==> config.mk <==
export PLATFORM = sky130hd
export DESIGN_NAME = ddc_decimation_config
export DESIGN_NICKNAME = d
export VERILOG_FILES = /design/src/inc/ddc_cfg_pkg.sv /design/src/design/ddc_decimation_config.sv
export SDC_FILE = /design/constraint.sdc
export NUM_CORES = 1
export LEC_CHECK = 0
export BUFFER_PORTS_ARGS = -buffer_cell sky130_fd_sc_hd__buf_2
export CORE_AREA = 3 3 200 202
export CTS_CLUSTER_SIZE = 16
export DETAILED_ROUTE_END_ITERATION = 7
export DIE_AREA = 0 0 203 205
export PLACE_DENSITY = 0.65
export SETUP_SLACK_MARGIN = 0.3
export SLEW_MARGIN = 10
export SYNTH_ARGS = -nofsm -noshare
export SYNTH_HDL_FRONTEND = slang
export SYNTH_SLANG_ARGS = --single-unit
export TNS_END_PERCENT = 30
==> constraint.sdc <==
create_clock -name core_clk -period 23.3 [get_ports core_clk]
set_input_delay 2.33 -clock core_clk [delete_from_list [all_inputs] [get_ports core_clk]]
set_output_delay 2.33 -clock core_clk [all_outputs]
set_load 0.05 [all_outputs]
==> src/inc/ddc_cfg_pkg.sv <==
// register map, field layout and filter stage mask bits for the downconverter configuration block
// assumes a 12-bit byte-address register port and one sample clock
package ddc_cfg_pkg;
   localparam int ADDR_W = 12;
   localparam int DATA_W = 8;
   localparam int SAMPLE_W = 14;
   localparam int NCO_W = 48;
   localparam int NCO_BYTES = 6;
   localparam int FACTOR_W = 6;
   localparam logic [ADDR_W-1:0] PHASE_STEP_BASE = 12'h316;
   localparam logic [ADDR_W-1:0] PHASE_OFFSET_BASE = 12'h31D;
   localparam logic [ADDR_W-1:0] FIRST_PATH_PHASE_OFFSET_BYTE5 = 12'h322;
   localparam logic [ADDR_W-1:0] FIRST_PATH_TEST_ENABLE = 12'h327;
   localparam logic [ADDR_W-1:0] SECOND_PATH_CONFIGURATION = 12'h330;
   localparam logic [ADDR_W-1:0] SECOND_PATH_EXTENDED_DECIMATION = 12'h331;
   localparam logic [ADDR_W-1:0] TEST_PATTERN_CONFIG = 12'h550;
   localparam logic [ADDR_W-1:0] SECOND_PATH_STATUS = 12'h5F0;
   localparam logic [DATA_W-1:0] REG_RESET = 8'h00;
   // field positions
   localparam int TEST_EN_BIT = 0;
   localparam int CFG_RSVD_BIT = 7;
   localparam int GAIN_BIT = 6;
   localparam int IF_MODE_HI = 5;
   localparam int IF_MODE_LO = 4;
   localparam int C2R_BIT = 3;
   localparam int DEC_SEL_HI = 2;
   localparam int EXT_HI = 7;
   localparam int EXT_LO = 4;
   localparam int PAT_HI = 3;
   localparam int STATUS_BAD_BIT = 7;
   // filter stage mask bits
   localparam int HALFBAND_STAGE_ONE = 0;
   localparam int HALFBAND_STAGE_TWO = 1;
   localparam int HALFBAND_STAGE_THREE = 2;
   localparam int HALFBAND_STAGE_FOUR = 3;
   localparam int THIRDBAND_STAGE_ONE = 4;
   localparam int THIRDBAND_STAGE_TWO = 5;
   localparam int FIFTHBAND_STAGE_TWO = 6;
   localparam int STAGES = 7;
   localparam logic [2:0] DEC_EXTENDED = 3'h7;
   localparam logic [STAGES-1:0] MASK_RESET = 7'h03;
   localparam logic [FACTOR_W-1:0] FACTOR_RESET = 6'h04;
   typedef enum logic [1:0] {
      IF_VARIABLE = 2'h0,
      IF_ZERO = 2'h1,
      IF_QUARTER = 2'h2,
      IF_TEST = 2'h3
   } if_mode_e;
   // test pattern codes
   localparam logic [3:0] PAT_MIDSCALE = 4'h1;
   localparam logic [3:0] PAT_POS_FULL = 4'h2;
   localparam logic [3:0] PAT_NEG_FULL = 4'h3;
   localparam logic [3:0] PAT_CHECKER = 4'h4;
   localparam logic [3:0] PAT_RAMP = 4'h5;
   localparam logic [SAMPLE_W-1:0] CHECKER_WORD = 14'h2AAA;
   localparam logic [SAMPLE_W-1:0] POS_FULL = 14'h1FFF;
   localparam logic [SAMPLE_W-1:0] NEG_FULL = 14'h2000;
endpackage : ddc_cfg_pkg

==> src/design/ddc_decimation_config.sv <==
// downconverter configuration registers, first path offset/test and second path decimation
// assumes samples arrive on core_clk from the converter core; outputs feed the link framer
// Summary of operation
// - phase offset bits 47:40, RW, reset zero
// - test enable bit0 replaces first I output
// - four-bit select picks the test pattern
// - gain bit doubles second path output outside IF test mode
// - complex-to-real: I only, fs/4 mix, halved
// - code 000: two halfbands, by 4/2
// - code 001: three halfbands, by 8/4
// - code 010: four halfbands, by 16/8
// - code 011: first halfband, by 2/1
// - code 100: halfband plus thirdband, 6/3
// - code 101: two halfbands plus thirdband, 12/6
// - code 110: three halfbands plus thirdband, 24/12
// - code 111 uses extended field bits 7:4
// - extended 0: thirdband plus four halfbands, 48/24
// - extended 10: fifthband plus halfband, 10/5
// - extended 11: fifthband plus two halfbands, 20/10
// - extended 100: fifthband plus three halfbands, 40/20
// - extended 111: first thirdband, by 3 only
// - extended 1000: fifthband plus thirdband, by 15
// - extended 1001: halfband, fifthband, thirdband, by 30
// - 48-bit two's complement NCO phase step
`timescale 1ns/1ps
module ddc_decimation_config
   import ddc_cfg_pkg::*;
(
   // clock and reset
   input wire logic core_clk,
   input wire logic rst_n,
   // register port
   input wire logic [ADDR_W-1:0] regAddr,
   input wire logic [DATA_W-1:0] regWrData,
   input wire logic regWr,
   input wire logic regRd,
   output logic [DATA_W-1:0] regRdData,
   // samples from the converter core
   input wire logic [SAMPLE_W-1:0] sampleI,
   input wire logic [SAMPLE_W-1:0] sampleQ,
   input wire logic sampleValid,
   // first path toward the framer
   output logic [SAMPLE_W-1:0] firstI,
   output logic firstValid,
   output logic [NCO_W-1:0] ncoPhase,
   // second path toward the framer
   output logic [SAMPLE_W-1:0] secondI,
   output logic [SAMPLE_W-1:0] secondQ,
   output logic secondIValid,
   output logic secondQValid,
   output logic [STAGES-1:0] stageMask,
   output logic [FACTOR_W-1:0] decimFactor,
   output logic [1:0] ifMode,
   output logic configBad
);
   logic rstMeta_r;
   logic rstSync_r;
   logic rstLocal_n;
   logic [DATA_W-1:0] stepByte_r [NCO_BYTES];
   logic [DATA_W-1:0] offsetByte_r [NCO_BYTES];
   logic testEnable_r;
   logic [DATA_W-1:0] secondCfg_r;
   logic [EXT_HI-EXT_LO:0] extDec_r;
   logic [PAT_HI:0] patSel_r;
   logic [NCO_W-1:0] phaseStep;
   logic [NCO_W-1:0] phaseOffset;
   logic [NCO_W-1:0] phaseAcc_r;
   logic [SAMPLE_W-1:0] ramp_r;
   logic [SAMPLE_W-1:0] pattern;
   logic c2r;
   logic [FACTOR_W-1:0] complexFactor;
   logic [FACTOR_W-1:0] factor;
   logic bad;
   logic [FACTOR_W-1:0] decCount_r;
   logic [1:0] mixPhase_r;
   logic [SAMPLE_W-1:0] gainI;
   logic [SAMPLE_W-1:0] gainQ;
   logic [SAMPLE_W-1:0] realOut;
   logic [STAGES-1:0] stageMask_nxt;

   // one mask bit per filter stage; a chain is the OR of its stages
   localparam logic [STAGES-1:0] HALF1_M = STAGES'(1) << HALFBAND_STAGE_ONE;
   localparam logic [STAGES-1:0] HALF2_M = STAGES'(1) << HALFBAND_STAGE_TWO;
   localparam logic [STAGES-1:0] HALF3_M = STAGES'(1) << HALFBAND_STAGE_THREE;
   localparam logic [STAGES-1:0] HALF4_M = STAGES'(1) << HALFBAND_STAGE_FOUR;
   localparam logic [STAGES-1:0] THIRD1_M = STAGES'(1) << THIRDBAND_STAGE_ONE;
   localparam logic [STAGES-1:0] THIRD2_M = STAGES'(1) << THIRDBAND_STAGE_TWO;
   localparam logic [STAGES-1:0] FIFTH2_M = STAGES'(1) << FIFTHBAND_STAGE_TWO;

   // reset release through two flops
   always_ff @(posedge core_clk or negedge rst_n) begin
      if (!rst_n) begin
         rstMeta_r <= 1'b0;
         rstSync_r <= 1'b0;
      end else begin
         rstMeta_r <= 1'b1;
         rstSync_r <= rstMeta_r;
      end
   end
   assign rstLocal_n = rstSync_r;

   // register writes
   always_ff @(posedge core_clk or negedge rstLocal_n) begin
      if (!rstLocal_n) begin
         for (int b = 0; b < NCO_BYTES; b++) begin
            stepByte_r[b] <= REG_RESET;
            offsetByte_r[b] <= REG_RESET;
         end
         testEnable_r <= 1'b0;
         secondCfg_r <= REG_RESET;
         extDec_r <= '0;
         patSel_r <= '0;
      end else if (regWr) begin
         for (int b = 0; b < NCO_BYTES; b++) begin
            if (regAddr == PHASE_STEP_BASE + ADDR_W'(b)) begin
               stepByte_r[b] <= regWrData;
            end
            if (regAddr == PHASE_OFFSET_BASE + ADDR_W'(b)) begin
               offsetByte_r[b] <= regWrData;
            end
         end
         if (regAddr == FIRST_PATH_TEST_ENABLE) begin
            testEnable_r <= regWrData[TEST_EN_BIT];
         end
         if (regAddr == SECOND_PATH_CONFIGURATION) begin
            secondCfg_r <= regWrData;
         end
         if (regAddr == SECOND_PATH_EXTENDED_DECIMATION) begin
            extDec_r <= regWrData[EXT_HI:EXT_LO];
         end
         if (regAddr == TEST_PATTERN_CONFIG) begin
            patSel_r <= regWrData[PAT_HI:0];
         end
      end
   end

   // register reads, data one cycle after the strobe; unmapped reads give zero
   always_ff @(posedge core_clk or negedge rstLocal_n) begin
      if (!rstLocal_n) begin
         regRdData <= REG_RESET;
      end else begin
         regRdData <= REG_RESET;
         if (regRd) begin
            for (int b = 0; b < NCO_BYTES; b++) begin
               if (regAddr == PHASE_STEP_BASE + ADDR_W'(b)) begin
                  regRdData <= stepByte_r[b];
               end
               if (regAddr == PHASE_OFFSET_BASE + ADDR_W'(b)) begin
                  regRdData <= offsetByte_r[b];
               end
            end
            unique case (regAddr)
               FIRST_PATH_TEST_ENABLE: regRdData <= {7'h00, testEnable_r};
               SECOND_PATH_CONFIGURATION: regRdData <= secondCfg_r;
               SECOND_PATH_EXTENDED_DECIMATION: regRdData <= {extDec_r, 4'h0};
               TEST_PATTERN_CONFIG: regRdData <= {4'h0, patSel_r};
               SECOND_PATH_STATUS: regRdData <= {bad, 1'b0, factor};
               default: ;
            endcase
         end
      end
   end

   // NCO: 48-bit two's complement step, offset added after the accumulator
   always_comb begin
      for (int b = 0; b < NCO_BYTES; b++) begin
         phaseStep[b*DATA_W +: DATA_W] = stepByte_r[b];
         phaseOffset[b*DATA_W +: DATA_W] = offsetByte_r[b];
      end
   end

   always_ff @(posedge core_clk or negedge rstLocal_n) begin
      if (!rstLocal_n) begin
         phaseAcc_r <= '0;
         ncoPhase <= '0;
      end else begin
         if (sampleValid) begin
            phaseAcc_r <= phaseAcc_r + phaseStep;
         end
         ncoPhase <= phaseAcc_r + phaseOffset;
      end
   end

   // pattern generator shared by both paths
   always_ff @(posedge core_clk or negedge rstLocal_n) begin
      if (!rstLocal_n) begin
         ramp_r <= '0;
      end else if (sampleValid) begin
         ramp_r <= ramp_r + SAMPLE_W'(1);
      end
   end

   always_comb begin
      unique case (patSel_r)
         PAT_MIDSCALE: pattern = '0;
         PAT_POS_FULL: pattern = POS_FULL;
         PAT_NEG_FULL: pattern = NEG_FULL;
         PAT_CHECKER: pattern = ramp_r[0] ? ~CHECKER_WORD : CHECKER_WORD;
         PAT_RAMP: pattern = ramp_r;
         default: pattern = '0;
      endcase
   end

   // first path I output
   always_ff @(posedge core_clk or negedge rstLocal_n) begin
      if (!rstLocal_n) begin
         firstI <= '0;
         firstValid <= 1'b0;
      end else begin
         firstValid <= sampleValid;
         if (sampleValid) begin
            firstI <= testEnable_r ? pattern : sampleI;
         end
      end
   end

   // second path chain and rate decode
   assign c2r = secondCfg_r[C2R_BIT];
   assign ifMode = secondCfg_r[IF_MODE_HI:IF_MODE_LO];

   always_comb begin
      stageMask_nxt = '0;
      complexFactor = FACTOR_W'(4);
      bad = 1'b0;
      unique case (secondCfg_r[DEC_SEL_HI:0])
         3'h0: begin
            stageMask_nxt = HALF1_M | HALF2_M;
            complexFactor = FACTOR_W'(4);
         end
         3'h1: begin
            stageMask_nxt = HALF1_M | HALF2_M | HALF3_M;
            complexFactor = FACTOR_W'(8);
         end
         3'h2: begin
            stageMask_nxt = HALF1_M | HALF2_M | HALF3_M | HALF4_M;
            complexFactor = FACTOR_W'(16);
         end
         3'h3: begin
            stageMask_nxt = HALF1_M;
            complexFactor = FACTOR_W'(2);
         end
         3'h4: begin
            stageMask_nxt = HALF1_M | THIRD2_M;
            complexFactor = FACTOR_W'(6);
         end
         3'h5: begin
            stageMask_nxt = HALF1_M | HALF2_M | THIRD2_M;
            complexFactor = FACTOR_W'(12);
         end
         3'h6: begin
            stageMask_nxt = HALF1_M | HALF2_M | HALF3_M | THIRD2_M;
            complexFactor = FACTOR_W'(24);
         end
         DEC_EXTENDED: begin
            unique case (extDec_r)
               4'h0: begin
                  stageMask_nxt = HALF1_M | HALF2_M | HALF3_M | HALF4_M | THIRD2_M;
                  complexFactor = FACTOR_W'(48);
               end
               4'h2: begin
                  stageMask_nxt = HALF1_M | FIFTH2_M;
                  complexFactor = FACTOR_W'(10);
               end
               4'h3: begin
                  stageMask_nxt = HALF1_M | HALF2_M | FIFTH2_M;
                  complexFactor = FACTOR_W'(20);
               end
               4'h4: begin
                  stageMask_nxt = HALF1_M | HALF2_M | HALF3_M | FIFTH2_M;
                  complexFactor = FACTOR_W'(40);
               end
               4'h7: begin
                  stageMask_nxt = THIRD1_M;
                  complexFactor = FACTOR_W'(3);
                  bad = c2r;
               end
               4'h8: begin
                  stageMask_nxt = THIRD1_M | FIFTH2_M;
                  complexFactor = FACTOR_W'(15);
                  bad = c2r;
               end
               4'h9: begin
                  stageMask_nxt = HALF2_M | THIRD1_M | FIFTH2_M;
                  complexFactor = FACTOR_W'(30);
                  bad = c2r;
               end
               default: begin
                  stageMask_nxt = '0;
                  bad = 1'b1;
               end
            endcase
         end
      endcase
   end

   // halved rate only where the half is whole; odd factors are flagged above
   assign factor = (c2r && !bad) ? (complexFactor >> 1) : complexFactor;

   // status outputs lag the live decode by one edge; the datapath uses the live decode
   always_ff @(posedge core_clk or negedge rstLocal_n) begin
      if (!rstLocal_n) begin
         stageMask <= MASK_RESET;
         decimFactor <= FACTOR_RESET;
         configBad <= 1'b0;
      end else begin
         stageMask <= stageMask_nxt;
         decimFactor <= factor;
         configBad <= bad;
      end
   end

   // gain stage: doubling saturates instead of wrapping
   function automatic logic [SAMPLE_W-1:0] applyGain(input logic [SAMPLE_W-1:0] s,
                                                      input logic dbl);
      logic [SAMPLE_W:0] wide;
      wide = {s[SAMPLE_W-1], s} <<< 1;
      if (!dbl) begin
         applyGain = s;
      end else if (wide[SAMPLE_W] != wide[SAMPLE_W-1]) begin
         applyGain = s[SAMPLE_W-1] ? NEG_FULL : POS_FULL;
      end else begin
         applyGain = wide[SAMPLE_W-1:0];
      end
   endfunction : applyGain

   assign gainI = (ifMode == IF_TEST) ? pattern : applyGain(sampleI, secondCfg_r[GAIN_BIT]);
   assign gainQ = (ifMode == IF_TEST) ? pattern : applyGain(sampleQ, secondCfg_r[GAIN_BIT]);

   // negating full-scale negative would wrap back onto itself, so clip it
   function automatic logic [SAMPLE_W-1:0] negSat(input logic [SAMPLE_W-1:0] s);
      if (s == NEG_FULL) begin
         negSat = POS_FULL;
      end else begin
         negSat = -s;
      end
   endfunction : negSat

   // extra fs/4 mix for real output: I, -Q, -I, Q
   always_comb begin
      unique case (mixPhase_r)
         2'h0: realOut = gainI;
         2'h1: realOut = negSat(gainQ);
         2'h2: realOut = negSat(gainI);
         2'h3: realOut = gainQ;
      endcase
   end

   // decimation counter; a bad setting produces no output samples
   always_ff @(posedge core_clk or negedge rstLocal_n) begin
      if (!rstLocal_n) begin
         decCount_r <= '0;
         mixPhase_r <= '0;
         secondI <= '0;
         secondQ <= '0;
         secondIValid <= 1'b0;
         secondQValid <= 1'b0;
      end else begin
         secondIValid <= 1'b0;
         secondQValid <= 1'b0;
         if (sampleValid && !bad) begin
            if (decCount_r >= factor - FACTOR_W'(1)) begin
               decCount_r <= '0;
               mixPhase_r <= mixPhase_r + 2'h1;
               secondI <= c2r ? realOut : gainI;
               secondQ <= c2r ? '0 : gainQ;
               secondIValid <= 1'b1;
               secondQValid <= !c2r;
            end else begin
               decCount_r <= decCount_r + FACTOR_W'(1);
            end
         end
      end
   end
endmodule : ddc_decimation_config

Word-level counts from Yosys, hierarchy flattened
Index checks and enable logic that the tools add are counted.
{"block": "word_totals", "regBits": 300, "latchBits": 0, "mem_bits_rw": 0, "rom_bits": 0, "input_bits": 53, "out_inout_bits": 117, "elab_cells": 152, "n_memories": 0}
{"block": "classes", "addsub": 8, "mul": 0, "n_div": 0, "magnitude_cmp": 1, "eq_ne": 42, "shifts": 0, "muxes": 42, "bitwise": 0, "n_reduce_logical": 26}
{"operator": "$mux W14", "count": 14}
{"operator": "$eq A12 B10 Y1 const B", "count": 15}
{"operator": "$pmux W14 S4", "count": 2}
{"operator": "$mux W8", "count": 13}
{"operator": "$add A48 B48 Y48", "count": 2}
{"operator": "$pmux W7 S8", "count": 1}
{"operator": "$pmux W7 S7", "count": 1}
{"operator": "$pmux W6 S8", "count": 1}
{"operator": "$pmux W6 S7", "count": 1}
{"operator": "$pmux W8 S5", "count": 1}
{"operator": "$reduce_and A2 Y1", "count": 17}
{"operator": "$eq A14 B14 Y1 const B", "count": 2}
{"operator": "$neg A14 Y14", "count": 2}
{"operator": "$eq A12 B11 Y1 const B", "count": 2}
{"operator": "$eq A4 B2 Y1 const B", "count": 4}
{"operator": "$eq A4 B3 Y1 const B", "count": 4}
{"operator": "$add A14 B1 Y14 const B", "count": 1}
{"operator": "$eq A3 B3 Y1 const B", "count": 4}
{"operator": "$mux W6", "count": 2}
{"operator": "$eq A4 B4 Y1 const B", "count": 2}
{"operator": "$add A6 B1 Y6 const B", "count": 1}
{"operator": "$eq A2 B2 Y1 const B", "count": 3}
{"operator": "$eq A3 B2 Y1 const B", "count": 2}
{"operator": "$ge A6 B6 Y1", "count": 1}
{"operator": "other kinds (14)", "count": 21}

Longest topological paths before layout
{"block": "logic_depth", "depth_word": 15, "mapped_depth": 19, "mapped_depth_nobuf": 19}

Worst setup path after synthesis
OpenSTA, ideal clock, no wires.
{"block": "synth_timing", "kind": "input to register", "startpoint": "input port sampleQ[13]", "endpoint": "register secondI[10]", "setup_time_ns": 0.129, "arrival_ns": 4.808, "t_required_ns": 23.171, "slack_ns": 18.362, "path_stages": 15, "path_buffers": 3, "cell_sequence": "inv_1 -> ha_1 -> clkbuf_1 -> or2_2 -> a31oi_1 -> a21oi_1 -> ha_1 -> and3_4 -> buf_6 -> and4b_1 -> buf_6 -> o21ai_2 -> o21ai_2 -> a311oi_1 -> nor3_1"}
{"block": "synth_between", "elab_chain_cells": 8, "elab_cells_between_ends": 10, "classes_between": "add/sub (1); eq/ne (2); mux (7)"}
{"element": "start, declared", "line_no": "ddc_decimation_config.sv:40", "text": "input wire logic [SAMPLE_W-1:0] sampleQ,"}
{"element": "$mux W14 / $ne A1 B1 Y1 (equally long branches)", "line_no": "ddc_decimation_config.sv:320, ddc_decimation_config.sv:319"}
{"element": "$mux W14", "line_no": "ddc_decimation_config.sv:319", "text": "end else if (wide[SAMPLE_W] != wide[SAMPLE_W-1]) begin"}
{"element": "$mux W14 *", "line_no": "ddc_decimation_config.sv:317", "text": "if (!dbl) begin"}
{"element": "$mux W14 *", "line_no": "ddc_decimation_config.sv:327", "text": "assign gainQ = (ifMode == IF_TEST) ? pattern : applyGain(sampleQ, secondCfg_r[GAIN_BIT]);"}
{"element": "$neg A14 Y14 / $eq A14 B14 Y1 (equally long branches)", "line_no": "ddc_decimation_config.sv:334, ddc_decimation_config.sv:331"}
{"element": "$mux W14", "line_no": "ddc_decimation_config.sv:331", "text": "if (s == NEG_FULL) begin"}
{"element": "$pmux W14 S4 *", "line_no": "ddc_decimation_config.sv:340", "text": "unique case (mixPhase_r)"}
{"element": "$mux W14 *", "line_no": "ddc_decimation_config.sv:364", "text": "secondI <= c2r ? realOut : gainI;"}
{"element": "end signal, assigned", "line_no": "ddc_decimation_config.sv:364"}
{"element": "end, declared", "line_no": "ddc_decimation_config.sv:47", "text": "output logic [SAMPLE_W-1:0] secondI,"}
Every way passes the cells marked *; elsewhere a longest branch is shown, timed or not.
A chain may end at the register's enable or synchronous reset.

Worst setup path after layout
{"block": "layout_timing", "startpoint": "input port sampleQ[13]", "endpoint": "register secondI[9]"}
The elaborated chain is that of the path after synthesis.

==> impl_results.md <==
- Area added between synthesis and finish: 12.5%
- Setup Buffers After CTS: 0
- Final Wtd Congestion: 1.02
- Synthesis Warnings: 0
- RSZ-0062 raised after global routing: no
- Post-layout instance count excluding filler cells: 2664
- Endpoints failing hold: 0
- Number of max-capacitance violations reported: 0
- Number of enable flip-flop cells after synthesis: 0
- HPWL after DPL: 45700 um
- Final worst-path setup slack: 17.99 ns
- Floorplan die width: 203 um
- Maximum clock rate: 188 MHz
- Cell type group with the largest total delay on the critical path: simple AND/OR/NAND/NOR gates
- Cells after synthesis: 1991
- Start-to-end type of the worst setup path: input port to register
- Final total power: 1.67 mW
- Status: completed
- Share of flip-flops with an asynchronous set or reset after synthesis: 1.00
- Standard-cell row count: 72
- Number of pins with negative max-slew slack in the final report: 0
- Vias in the first global route: 16000
- Reg-to-reg setup timing slack: 18.04 ns
- Number of detailed-route iterations in the first pass: 7
- Vias per Instance: 6.13
- Total Nets Final: 2286
- Crit end category: register
- Maximum number of pins on one net before global-route repair: 81
- Element type at the critical path start: input port
- I/O Buffers: 169
- Mapped Nets: 2159
- Cell type of the slowest stage on the worst timing path: sky130_fd_sc_hd__ha_1
- Std-Cell Core Area: 38500 um2
- Post-route antenna net violation count: 0
- Number of synthesized register bits: 300
- Minimum clock period after layout: 5.31 ns
- Worst Path Required: 23.77 ns
- Overflow left after global routing: 0
- Clock network latency to the later pin of the worst-skew pair: 0.54 ns
- Hold WC Path Type: register to async pin
- Power density over the cells: 77.9 nW/um2
- Root buffer selected by CTS: sky130_fd_sc_hd__clkbuf_16
- Initial core utilization: 0.496
- Detailed-route via count: 16300
- Setup TNS Final: 0 ns
- Maximum buffer depth of the clock tree: 3
- TritonCTS clock tree: built
- Instance area at placement: 20300 um2
- Most common flop cell mapped by yosys: sky130_fd_sc_hd__dfrtp_1
- Tightest slew margin relative to the limit: 0.301
- Syn_area_per_cell: 9.58 um2
- Hold buffer count at cts: 0
- Final number of setup-violating endpoints: 0
- Proportion of synthesized chip area in sequential cells: 0.394
- Synth Cell Area: 19100 um2
- Final Routed Wirelength: 60200 um
- Top-level I/O count: 170
- IR drop worst, VDD: 0.0599 mV
- Share of the clock period used by the worst path after layout: 0.228
- Least-Margin Pin Slew: 1.05 ns
- Library cells used by synthesis: 95
- Gr usage total: 0.285
- Number of sinks on the clock net: 300
- Static leakage: 10.4 nW
- Fraction of final layout cells sized beyond drive strength 1: 0.200
- Height of the die: 205 um
- First-pass GRT wire length: 92400 um
- Core Util, Final: 0.558
- Post-cts repair resize count: 0
- Slowest cell delay on critical path: 0.57 ns
- Critical-path maximum fanout: 14
- Crit path buf inv count: 2
- Number of instances in the placed design: 2598
- Average wire length per cell after detail routing: 22.6 um
- Number of design rule violations left after detail routing: 0
- DR iter-0 viols: 1356
- Clock transition at the register clock pins on the worst setup and hold paths after CTS: 0.06 ns
- Worst-case setup slack after placement: 17.50 ns
- Arrival time at the worst endpoint: 5.78 ns
- WHS: 0.168 ns
- Total clock buffers created by CTS: 36
- Number of antenna violations at the first check in global routing: 4
- Total non-filler cell area in the finished layout: 21500 um2
- Setup Skew: 0.0118 ns
- Critical path cell sequence: buf_2 -> inv_1 -> ha_1 -> o21ai_1 -> a21oi_1 -> a2bb2oi_1 -> nand4_1 -> nor4b_2 -> and4b_1 -> nand2_1 -> nand3_1 -> a21oi_1 -> o21ai_1
- Floorplan die area: 41600 um2
- Htree depth: 2
## cell usage in the layout (no fill, tap or decap), types with 39 or more instances in the layout
| master | n |
|---|---|
| sky130_fd_sc_hd__a21o_1 | 43 |
| sky130_fd_sc_hd__a21oi_1 | 177 |
| sky130_fd_sc_hd__buf_2 | 168 |
| sky130_fd_sc_hd__dfrtp_1 | 296 |
| sky130_fd_sc_hd__ha_1 | 113 |
| sky130_fd_sc_hd__inv_1 | 53 |
| sky130_fd_sc_hd__mux2_2 | 155 |
| sky130_fd_sc_hd__nand2_1 | 147 |
| sky130_fd_sc_hd__nand3_1 | 39 |
| sky130_fd_sc_hd__nor2_1 | 144 |
| sky130_fd_sc_hd__o21ai_0 | 132 |
| sky130_fd_sc_hd__xnor2_1 | 77 |
## path summary, 6_finish.rpt
kind	from	endpoint	cells past startpoint
worst min-delay path	rstLocal_n$_DFF_PN0_	phaseAcc_r[5]$_DFFE_PN0P_	0
max in group asynchronous	rstLocal_n$_DFF_PN0_	ncoPhase[42]$_DFF_PN0_	2
worst max-delay path	sampleQ[13]	secondI[9]$_DFFE_PN0P_	13
min in group core_clk	rstMeta_r$_DFF_PN0_	rstLocal_n$_DFF_PN0_	0
worst max register to register	extDec_r[1]$_DFFE_PN0P_	secondI[1]$_DFFE_PN0P_	18
worst min register to register	rstLocal_n$_DFF_PN0_	phaseAcc_r[5]$_DFFE_PN0P_	0
## cells in the mapped netlist, drive strengths merged (5+ instances only)
library cell	count	area (um2)
xor2	38	333
nand4	21	131
nor3b	5	42.5
a31o	5	43.8
nor2	145	547
or2	7	43.8
nand3	39	195
and3	18	118
o2111ai	5	43.8
o21a	21	159
a21boi	12	90.1
and2	11	68.8
inv	54	203
mux2i	24	240
nor3	29	155
o31ai	27	208
o211ai	17	128
nor2b	21	131
a21o	43	323
a21oi	178	895
o21ai	142	722
o22ai	10	62.6
dfrtp	297	7430
clkbuf	68	255
a222oi	9	90.1
xnor2	77	674
or3	17	106
nand2	147	552
a211oi	12	90.1
a22oi	17	128
ha	113	1410
o21bai	18	135
nand3b	6	45.0
a221oi	11	120
mux2	155	1750
a31oi	32	200
nand2b	34	213
buf	23	138
a221o	5	50.1
## registers in the layout, indices dropped and copies added, names as in the netlist, 2 cells and up
register,count
decCount_r,6
ramp_r,14
stageMask,7
mixPhase_r,2
secondCfg_r,8
phaseStep,48
secondQ,14
secondI,14
extDec_r,4
regRdData,8
phaseAcc_r,48
firstI,14
patSel_r,4
decimFactor,6
offsetByte_r,48
ncoPhase,48
## layer usage
layer,vias to the layer above,GRT usage,wire length (um)
met4,0,0.112,2420
met2,618,0.442,26500
li1,7588,-,-
met1,7997,0.390,26500
met3,133,0.0653,4780
met5,-,0,0
## final cells by class
type,count,area (um2)
fillers,3467,17000
multi-input cells,1546,11000
flip-flops and latches,300,7510
clock buffers,52,1030
repair buffers,180,931
well taps,518,648
inverters,54,203
clock inverters,10,156
diodes,4,10.0
## logic make-up (layout without fill, tap and decap cells)
family          count (synthesis)  after routing  share of synthesized area
flops                         300            300                      0.394
xor+xnor                      115            115                     0.0528
other cells                     1              5                   0.000197
mux                           179            179                      0.104
simple gates                  526            526                      0.136
fa+ha+maj                     115            115                     0.0763
buf+inv                       145            296                     0.0312
compound gates                610            610                      0.205
## report_power, final
group / leakage, nW / switching [mW] / internal (mW)
Sequential: 3.95 / 0.0525 / 0.585
Clock: 0.580 / 0.224 / 0.351
Combinational: 5.90 / 0.323 / 0.134
Total: 10.4 / 0.600 / 1.07
No activity file was read; power rests on OpenSTA's default activity.
